<file path="config.mk">
export PLATFORM = sky130hd
export DESIGN_NAME = pcs_top
export DESIGN_NICKNAME = d
export VERILOG_FILES = /design/src/verilog/pcs_pkg.sv /design/src/verilog/pcs_port_ctrl.sv /design/src/verilog/pcs_top.sv
export VERILOG_INCLUDE_DIRS = /design/src /design/src/verilog
export SDC_FILE = /design/constraint.sdc
export NUM_CORES = 1
export LEC_CHECK = 0
export ABC_AREA = 1
export BUFFER_PORTS_ARGS = -buffer_cell sky130_fd_sc_hd__buf_4
export CAP_MARGIN = 10
export CORE_ASPECT_RATIO = 1.75
export CORE_MARGIN = 2
export CORE_UTILIZATION = 60
export DETAILED_ROUTE_END_ITERATION = 12
export PLACE_DENSITY_LB_ADDON = 0.08
export SYNTH_ARGS = -nofsm -noshare
export SYNTH_HDL_FRONTEND = slang
export SYNTH_SLANG_ARGS = --single-unit
export TNS_END_PERCENT = 20
</file>
<file path="constraint.sdc">
create_clock -name mclk_in -period 18.27 [get_ports mclk_in]
set_input_delay 3.654 -clock mclk_in [delete_from_list [all_inputs] [get_ports mclk_in]]
set_output_delay 3.654 -clock mclk_in [all_outputs]
set_load 0.05 [all_outputs]
</file>
<file path="src/verilog/pcs_defs.svh">
// offsets, field positions, reset values and codes of the port-clock control block
`ifndef PCS_DEFS_SVH
`define PCS_DEFS_SVH

// register indices; byte address on the bus is four times the index
`define PCS_IDX_INPUT0      16'hf201
`define PCS_IDX_INPUT1      16'hf205
`define PCS_IDX_INPUT2      16'hf209
`define PCS_IDX_INPUT3      16'hf20d
`define PCS_IDX_OUTPUT0     16'hf211
`define PCS_IDX_OUTPUT1     16'hf215
`define PCS_IDX_OUTPUT2     16'hf219
`define PCS_IDX_OUTPUT3     16'hf21d
`define PCS_IDX_STRIDE      16'h0004
`define PCS_IDX_STATUS      16'hf240

// field positions inside a port-clock control register
`define PCS_FLOAT_BIT       5
`define PCS_GEN_HI          4
`define PCS_GEN_LO          3
`define PCS_RATE_HI         2
`define PCS_RATE_LO         0

// reset value and codes
`define PCS_CTRL_RESET      16'h0002
`define PCS_MASTER_CODE     3'h4
`define PCS_GEN_CODE_MAX    2'h2
`define PCS_RATE_CODE_MAX   3'h4

`endif

</file>
<file path="src/verilog/pcs_pkg.sv">
// types shared by the port-clock control block
package pcs_pkg;

	typedef struct packed {
		logic [9:0] reserved;
		logic       out_float;
		logic [1:0] clock_generator_pick;
		logic [2:0] rate_multiple_sel;
	} pcs_ctrl_t;

	// companion register fields of one port, from the frame-format block
	typedef struct packed {
		logic [2:0] frame_clock_source;
		logic [2:0] bit_clock_source;
	} pcs_src_t;

	typedef struct packed {
		logic        read;
		logic        write;
		logic [17:0] address;
		logic [3:0]  byteenable;
		logic [31:0] writedata;
	} pcs_avs_req_t;

	typedef struct packed {
		logic       port_clk;
		logic       port_clk_oe;
		logic       master;
		logic [1:0] gen_used;
		logic       pin_data;
		logic       pin_oe;
	} pcs_port_state_t;

	typedef enum logic [1:0] {
		PCS_BUS_IDLE,
		PCS_BUS_READ_DONE
	} pcs_bus_state_t;

	typedef struct packed {
		pcs_ctrl_t [7:0] regs;
		logic [31:0]     rdata;
		pcs_bus_state_t  bus;
	} pcs_top_state_t;

endpackage

</file>
<file path="src/verilog/pcs_port_ctrl.sv">
// per-port clock selection and data pin drive for one serial port
`include "pcs_defs.svh"

module pcs_port_ctrl #(
	parameter bit IS_OUTPUT = 1'b0
) (
	// clock and reset
	input  wire logic                   mclk_in,
	input  wire logic                   rst_in,
	// configuration
	input  wire pcs_pkg::pcs_ctrl_t     ctrl_in,
	input  wire pcs_pkg::pcs_src_t      src_in,
	// generator rate outputs, [generator][rate]
	input  wire logic [2:0][4:0]        gen_clk_in,
	// serial data for output ports
	input  wire logic                   slot_active_in,
	input  wire logic                   data_in,
	// results
	output pcs_pkg::pcs_port_state_t    state_out
);

	pcs_pkg::pcs_port_state_t s_q;
	pcs_pkg::pcs_port_state_t s_d;

	always_comb
	begin
		logic       master;
		logic       legal;
		logic [4:0] row;
		master = 1'b0;
		legal  = 1'b0;
		row    = 5'h00;
		s_d    = s_q;
		// only a full clock master uses the pick and rate fields
		master = (src_in.frame_clock_source == `PCS_MASTER_CODE) &&
			(src_in.bit_clock_source == `PCS_MASTER_CODE);
		// reserved codes yield a quiet clock rather than an alias
		legal = (ctrl_in.clock_generator_pick <= `PCS_GEN_CODE_MAX) &&
			(ctrl_in.rate_multiple_sel <= `PCS_RATE_CODE_MAX);
		if (legal)
		begin
			row = gen_clk_in[ctrl_in.clock_generator_pick];
		end
		s_d.master      = master;
		s_d.gen_used    = master ? ctrl_in.clock_generator_pick : 2'h0;
		s_d.port_clk    = master && legal && row[ctrl_in.rate_multiple_sel];
		s_d.port_clk_oe = master;
		if (IS_OUTPUT)
		begin
			s_d.pin_data = slot_active_in ? data_in : 1'b0;
			s_d.pin_oe   = ctrl_in.out_float ? slot_active_in : 1'b1;
		end
		else
		begin
			// input ports never drive their data pin; float bit is not looked at
			s_d.pin_data = 1'b0;
			s_d.pin_oe   = 1'b0;
		end
	end

	always_ff @(posedge mclk_in or posedge rst_in)
	begin
		if (rst_in)
		begin
			s_q <= '0;
		end
		else
		begin
			s_q <= s_d;
		end
	end

	assign state_out = s_q;

endmodule

</file>
<file path="src/verilog/pcs_top.sv">
// port-clock control register bank for four serial input and four serial output ports
//
// Operation
// - Eight control registers, stride four; first four inputs 0-3, last four outputs 0-3.
// - Float bit one floats output pin in unused slots; zero drives every slot.
// - Float bit has no effect on serial input ports.
// - Generator field: 00 generator 1, 01 generator 2, 10 high precision generator 3.
// - Generator and rate used only when frame and bit sources are both master.
// - Rate field: 000 quarter, 001 half, 010 base, 011 double, 100 quadruple.
// - Every control register resets to 0x0002: base rate, generator 1, all driven.
// - Source code 100 makes the port master; it drives its clock pin.
`include "pcs_defs.svh"

module pcs_top (
	// clock and reset
	input  wire logic                    mclk_in,
	input  wire logic                    rst_in,
	// avalon-mm slave
	input  wire logic [17:0]             avs_address_in,
	input  wire logic                    avs_read_in,
	input  wire logic                    avs_write_in,
	input  wire logic [3:0]              avs_byteenable_in,
	input  wire logic [31:0]             avs_writedata_in,
	output logic [31:0]                  avs_readdata_out,
	output logic                         avs_waitrequest_out,
	// companion register fields, one per port, inputs first
	input  wire pcs_pkg::pcs_src_t [7:0] port_src_in,
	// clock generator outputs, [generator][rate]
	input  wire logic [2:0][4:0]         gen_clk_in,
	// serial output data path
	input  wire logic [3:0]              out_slot_active_in,
	input  wire logic [3:0]              out_data_in,
	output logic [3:0]                   serial_output_pin_out,
	output logic [3:0]                   serial_output_pin_oe_out,
	// port clocks, inputs 0-3 then outputs 0-3
	output logic [7:0]                   port_clk_out,
	output logic [7:0]                   port_clk_oe_out,
	output logic [7:0]                   port_master_out
);

	localparam int NPORTS = 8;
	localparam int NOUT   = 4;

	pcs_pkg::pcs_top_state_t          s_q;
	pcs_pkg::pcs_top_state_t          s_d;
	pcs_pkg::pcs_avs_req_t            req;
	pcs_pkg::pcs_port_state_t [7:0]   port_st;
	logic [15:0]                      word_idx;
	logic [7:0]                       hit;
	logic                             hit_status;
	logic [15:0]                      lane_mask;
	logic [31:0]                      status_word;

	assign req.read       = avs_read_in;
	assign req.write      = avs_write_in;
	assign req.address    = avs_address_in;
	assign req.byteenable = avs_byteenable_in;
	assign req.writedata  = avs_writedata_in;

	// printed offsets are word indices; byte address bits [1:0] are ignored
	assign word_idx   = req.address[17:2];
	assign hit_status = (word_idx == `PCS_IDX_STATUS);
	assign lane_mask  = {{8{req.byteenable[1]}}, {8{req.byteenable[0]}}};

	genvar gi;
	generate
		for (gi = 0; gi < NPORTS; gi++)
		begin : g_dec
			assign hit[gi] = (word_idx ==
				16'(`PCS_IDX_INPUT0 + gi * `PCS_IDX_STRIDE));
		end
	endgenerate

	// status: [7:0] master flags, [23:8] generator in use per port, two bits each
	always_comb
	begin
		status_word = 32'h0000_0000;
		for (int i = 0; i < NPORTS; i++)
		begin
			status_word[i]             = port_st[i].master;
			status_word[8 + 2 * i +: 2] = port_st[i].gen_used;
		end
	end

	always_comb
	begin
		logic [15:0] cur;
		cur = 16'h0000;
		s_d = s_q;
		case (s_q.bus)
			pcs_pkg::PCS_BUS_IDLE:
			begin
				if (req.write)
				begin
					for (int i = 0; i < NPORTS; i++)
					begin
						if (hit[i])
						begin
							cur = s_q.regs[i];
							// reserved bits are kept as written
							s_d.regs[i] = (cur & ~lane_mask) |
								(req.writedata[15:0] & lane_mask);
						end
					end
				end
				else if (req.read)
				begin
					s_d.rdata = 32'h0000_0000;
					for (int i = 0; i < NPORTS; i++)
					begin
						if (hit[i])
						begin
							s_d.rdata = {16'h0000, s_q.regs[i]};
						end
					end
					if (hit_status)
					begin
						s_d.rdata = status_word;
					end
					s_d.bus = pcs_pkg::PCS_BUS_READ_DONE;
				end
			end
			pcs_pkg::PCS_BUS_READ_DONE:
			begin
				// one answered cycle; the master drops read on this edge
				s_d.bus = pcs_pkg::PCS_BUS_IDLE;
			end
			default:
			begin
				s_d.bus = pcs_pkg::PCS_BUS_IDLE;
			end
		endcase
	end

	always_ff @(posedge mclk_in or posedge rst_in)
	begin
		if (rst_in)
		begin
			for (int i = 0; i < NPORTS; i++)
			begin
				s_q.regs[i] <= `PCS_CTRL_RESET;
			end
			s_q.rdata <= 32'h0000_0000;
			s_q.bus   <= pcs_pkg::PCS_BUS_IDLE;
		end
		else
		begin
			s_q <= s_d;
		end
	end

	// writes complete at once; reads wait one cycle so data come from a register
	assign avs_waitrequest_out = req.read && (s_q.bus == pcs_pkg::PCS_BUS_IDLE);
	assign avs_readdata_out    = s_q.rdata;

	generate
		for (gi = 0; gi < NPORTS; gi++)
		begin : g_port
			if (gi < NOUT)
			begin : g_in
				pcs_port_ctrl #(
					.IS_OUTPUT (1'b0)
				) u_port (
					.mclk_in        (mclk_in),
					.rst_in         (rst_in),
					.ctrl_in        (s_q.regs[gi]),
					.src_in         (port_src_in[gi]),
					.gen_clk_in     (gen_clk_in),
					.slot_active_in (1'b0),
					.data_in        (1'b0),
					.state_out      (port_st[gi])
				);
			end
			else
			begin : g_out
				pcs_port_ctrl #(
					.IS_OUTPUT (1'b1)
				) u_port (
					.mclk_in        (mclk_in),
					.rst_in         (rst_in),
					.ctrl_in        (s_q.regs[gi]),
					.src_in         (port_src_in[gi]),
					.gen_clk_in     (gen_clk_in),
					.slot_active_in (out_slot_active_in[gi - NOUT]),
					.data_in        (out_data_in[gi - NOUT]),
					.state_out      (port_st[gi])
				);
				assign serial_output_pin_out[gi - NOUT]    = port_st[gi].pin_data;
				assign serial_output_pin_oe_out[gi - NOUT] = port_st[gi].pin_oe;
			end
			assign port_clk_out[gi]    = port_st[gi].port_clk;
			assign port_clk_oe_out[gi] = port_st[gi].port_clk_oe;
			assign port_master_out[gi] = port_st[gi].master;
		end
	endgenerate

endmodule
</file>
# Word level (Yosys, flattened, before mapping)
# Cells that the tools add are included.
# totals
out_inout_bits	65
elab_cells	256
in_bits	129
reg_bits	202
# op_classes
mux	68
n_eq_ne	27
n_reduce_logical	44
n_lt_le_gt_ge	32
n_bitwise	19
# op_table
operator	n
two-way mux 32 bit	8
AND 16 bit	9
equality test 16 bit, second input constant	9
OR 16 bit	8
binary-select mux 5 bit (select 2 bit)	8
two-way mux 5 bit	16
equality test 3 bit, second input constant	16
logical AND 1 bit	33
less-than comparator 3 x 4 -> 1 bit, second input constant	8
AND reduction 3 bit	9
binary-select mux 1 bit (select 3 bit)	8
<= comparator 3 bit, second input constant	8
less-than comparator 2 x 3 -> 1 bit, second input constant	8
two-way mux 2 bit	11
<= comparator 2 bit, second input constant	8
two-way mux 1 bit	16
two-way mux 16 bit	1
NOT 16 bit	1
inequality test 2 bit, second input constant	2
zero test 2 bit	1
AND reduction 2 bit	1
NOT 1 bit	1

# Depth between registers and ports, before layout
# depth
depth_word	10
depth_mapped	13
mapped_depth_nobuf	12

# Modules after synthesis
# A second synthesis with hierarchy kept.
# hier_totals
hier_cells	1464
hier_area_um2	10856.7
# by_module_without_submodules
mod	area_per_inst_um2	seq_area_each_um2	n_inst	cells_each
pcs_top	7543.5	3838.7	1	920
pcs_port_ctrl (g_port[0].g_in.u_port ...)	435.4	100.1	4	73
pcs_port_ctrl (g_port[4].g_out.u_port ...)	392.9	150.1	4	63

# Worst setup path before layout
# Ideal clock, no wire load.
# synth_path
kind	in2out
start	in avs_read_in
end	out avs_waitrequest_out
stages	2
n_path_buf	0
slack_ps	10267
t_required_ps	14616
t_arrival_ps	4349
cell_sequence	inv_1 nor2_1
# synth_via
elab_chain_len	1
# synth_lines
element	line	source
from (decl)	pcs_top.sv:20	input wire logic avs_read_in,
logical AND 1 bit	pcs_top.sv:153	assign avs_waitrequest_out = req.read && (s_q.bus == pcs_pkg::PCS_BUS_IDLE);
to (decl)	pcs_top.sv:25	output logic avs_waitrequest_out,
# No other way between the ends.

# Final worst setup path
# Ends and elaborated chain as after synthesis.

==> flow_metrics.py <==
metrics = {
    "run_status": {
        "outcome": "finished, final reports clean",
    },
    "power_and_ir_drop": {
        "pwr_density_cell_mw_per_mm2": 72.9,
        "vdd_drop_max_uv": 57.8,
        "p_leak_uw": 0.00564,
        "power_uw": 849,
    },
    "routing": {
        "viasPerCell": 5.72,
        "vias": 9038,
        "firstDrtPassIters": 10,
        "wire_per_inst_um": 18.6,
        "postRouteAntennaNets": 0,
        "drcViolationCount": 0,
        "dr.first_iter.drc_count": 585,
        "drt_wl_total_um": 29400,
    },
    "yosys": {
        "yosysWarnings": 0,
        "synth_top_family_by_area": "simple AND/OR/NAND/NOR gates",
        "ys_seq_elements": 193,
        "synthArstFlopShare": 1.00,
        "synthXorXnorAreaFrac": 0,
        "yosysTopAreaCell": "dfrtp_1",
        "synth-compound-area-share": 0.155,
        "yosysUniqueCellTypes": 42,
        "yosys-top-cells-area": "dfrtp_1 45%, nand2_1 11%, o21ai_1 5.6%",
        "ys.flop_type": "dfrtp_1",
        "syn_area_mm2": 0.0102,
        "synth_commonest_cells": "302 x nand2_1, 185 x dfrtp_1, 114 x o21ai_1, 110 x inv_1, 90 x nor2_1",
        "yosysSeqAreaShare": 0.473,
        "synth-edff-count": 0,
        "synth_most_common_cell": "nand2_1",
        "yosys-mux-area-fraction": 0,
        "netlist.area_leader.share": 0.453,
        "syn-instance-count": 1257,
        "avgSynthCellArea_um2": 8.14,
        "synth-simple-area-share": 0.257,
        "synthAdderAreaFrac": 0,
    },
    "worst_setup_path": {
        "path_common_cell": "buf_4",
        "r2r_slack_ns": 15.78,
        "start_kind": "input pin",
        "slowest_stage": "buf_4",
        "cp_cell_sequence": "buf_4, inv_1, nor2_1, buf_4",
        "crit_type": "in2out",
        "worstPathArrival_ns": 4.09,
        "max_stage_delay_ns": 0.22,
        "timing.rr.end": "avs_readdata_out[11]",
        "cp-end-kind": "output port",
        "r2r_cells": 7,
        "cp_max_fo": 2,
        "required_ns": 14.62,
        "rr_startpoint": "s_q[0]",
    },
    "finish": {
        "postLayoutCellArea_mm2": 0.0116,
        "fillers": 1454,
        "nets": 1468,
        "n_antenna_cell": 0,
        "layout-drive-gt1-share": 0.207,
        "area_growth_pct": 13.8,
    },
    "place": {
        "io_buffers": 165,
        "placed_area_mm2": 0.0111,
        "dp_worst_setup_slack_ns": 10.53,
        "hpwl_um": 21100,
        "place_congestion": 1.00,
    },
    "die": {
        "dieArea_mm2": 0.0181,
        "io_pins": 194,
        "core_area_mm2": 0.0168,
        "die_w_um": 103,
        "die_h_um": 177,
        "rows": 63,
        "start_util": 0.609,
    },
    "sta": {
        "final-hold-violation-count": 0,
        "setup_viol": 0,
        "hold_ws_ns": 0.472,
        "rsz0062_at_grt": "false",
        "tns_ns": 0,
        "worst_pin_slew_ns": 0.970,
        "max_freq_ghz": 0.129,
        "layout_setup_ws_ns": 10.53,
        "period_share": 0.424,
        "clock_skew_ns": 0.00968,
        "period_minus_slack_ns": 7.74,
        "slew_violations": 0,
        "slew_headroom": 0.354,
    },
    "clocking": {
        "clock_sinks": 193,
        "cts_tree": "done",
        "cts_made_buffers": 17,
        "worstSkewPairLatency_ns": 0.44,
        "ctsHoldBuffers": 0,
        "clk_pin_slew_ns": 0.07,
        "cts_setup_buffers": 0,
        "clk_path_buf_depth": 2,
        "cts_resized": 0,
        "cts_root_buffer": "clkbuf_16",
        "h-tree-depth": 4,
    },
    "grt": {
        "antenna_found_initial": 0,
        "grt_first_pass_wirelength_um": 45900,
        "grt_pass1_vias": 8641,
        "track_usage": 0.338,
        "grt_max_degree": 122,
        "grt_overflow": 0,
    },
    "hold_path": {
        "worstHoldEndpoint": "g_port[4].g_out.u_port.state_out[0]",
        "holdPathStages": 1,
        "hold_class": "reg2reg",
    },
    "job": {
        "maxCapViolCount": 0,
    },
}
-- placed cells by master (no fill, tap or decap), types with 3 or more instances in the layout --
| master | netlist | routed |
|---|---|---|
| nor2_4 | 5 | 5 |
| nand2_2 | 6 | 6 |
| inv_1 | 110 | 109 |
| clkbuf_16 | 0 | 17 |
| dfstp_2 | 8 | 8 |
| inv_8 | 0 | 4 |
| conb_1 | 1 | 8 |
| dfrtp_1 | 185 | 185 |
| o21ai_1 | 114 | 114 |
| buf_4 | 70 | 168 |
| o221ai_1 | 7 | 7 |
| inv_2 | 6 | 6 |
| o21bai_1 | 8 | 8 |
| nor2_2 | 7 | 7 |
| nor2_8 | 3 | 3 |
| a21oi_1 | 28 | 28 |
| o22ai_1 | 14 | 14 |
| nand3_4 | 5 | 5 |
| o211ai_1 | 15 | 15 |
| o21ai_0 | 59 | 59 |
| nand3_1 | 85 | 85 |
| nor2_1 | 90 | 90 |
| nor3_1 | 7 | 7 |
| nand2_1 | 302 | 302 |
| o21ai_2 | 16 | 16 |
| nand4_1 | 24 | 24 |
| inv_6 | 0 | 5 |
| nor3_4 | 3 | 3 |
| nand3_2 | 13 | 13 |
| o2111ai_1 | 9 | 9 |
-- final cells by class --
class	count	area, um^2	area share
sequential	193	4840	0.416
multi-input combinational	840	4240	0.365
timing repair buffer	168	1260	0.108
inverter	119	459	0.0395
clock buffer	18	429	0.0369
tap	227	284	0.0244
clock inverter	14	120	0.0103
-- where the power goes --
part / leakage [uW] / internal [uW] / switching [uW]
combinational: 0.00273 / 21.3 / 44.5
clock: 0.000268 / 179 / 175
sequential: 0.00264 / 428 / 0.461
total: 0.00564 / 628 / 220
-- worst max-delay path, delay by kind of cell --
kind | cells | cell delay, ns
buffers and inverters | 3 | 0.33
and+or+nand+nor | 1 | 0.11
-- metrics by stage --
step | util | std cells
floorplan | - | 1264
global placement | 0.660 | 1547
detailed placement | 0.660 | 1547
CTS | 0.693 | 1579
global route | 0.693 | 1579
finish | 0.693 | 1579
-- layer usage --
layer / part of all wire / vias up / GRT usage
met4: 0.073 / 0 / 0.226
met1: 0.33 / 4217 / 0.376
met2: 0.53 / 429 / 0.575
met3: 0.068 / 121 / 0.0624
li1: - / 4271 / -
met5: 0 / - / 0
-- how the worst max path moves through the flow --
stage	startpoint	to	slack, ns	depth (start not counted)
2_1_floorplan	rst_in	async pin	9.37	1
3_3_place_gp	avs_read_in	avs_waitrequest_out	10.54	4
3_5_place_dp	avs_read_in	avs_waitrequest_out	10.53	4
4_1_cts	avs_read_in	avs_waitrequest_out	10.52	4
5_1_grt	avs_read_in	avs_waitrequest_out	10.46	4
6_report	avs_read_in	avs_waitrequest_out	10.53	4
-- cells by family after synthesis --
family                 after synthesis
AND/OR/NAND/NOR                    557
AO/OA/AOI/OAI                      275
buffers and inverters              231
flip-flops                         193
other                                1
Power figures use the tool's default switching activity.
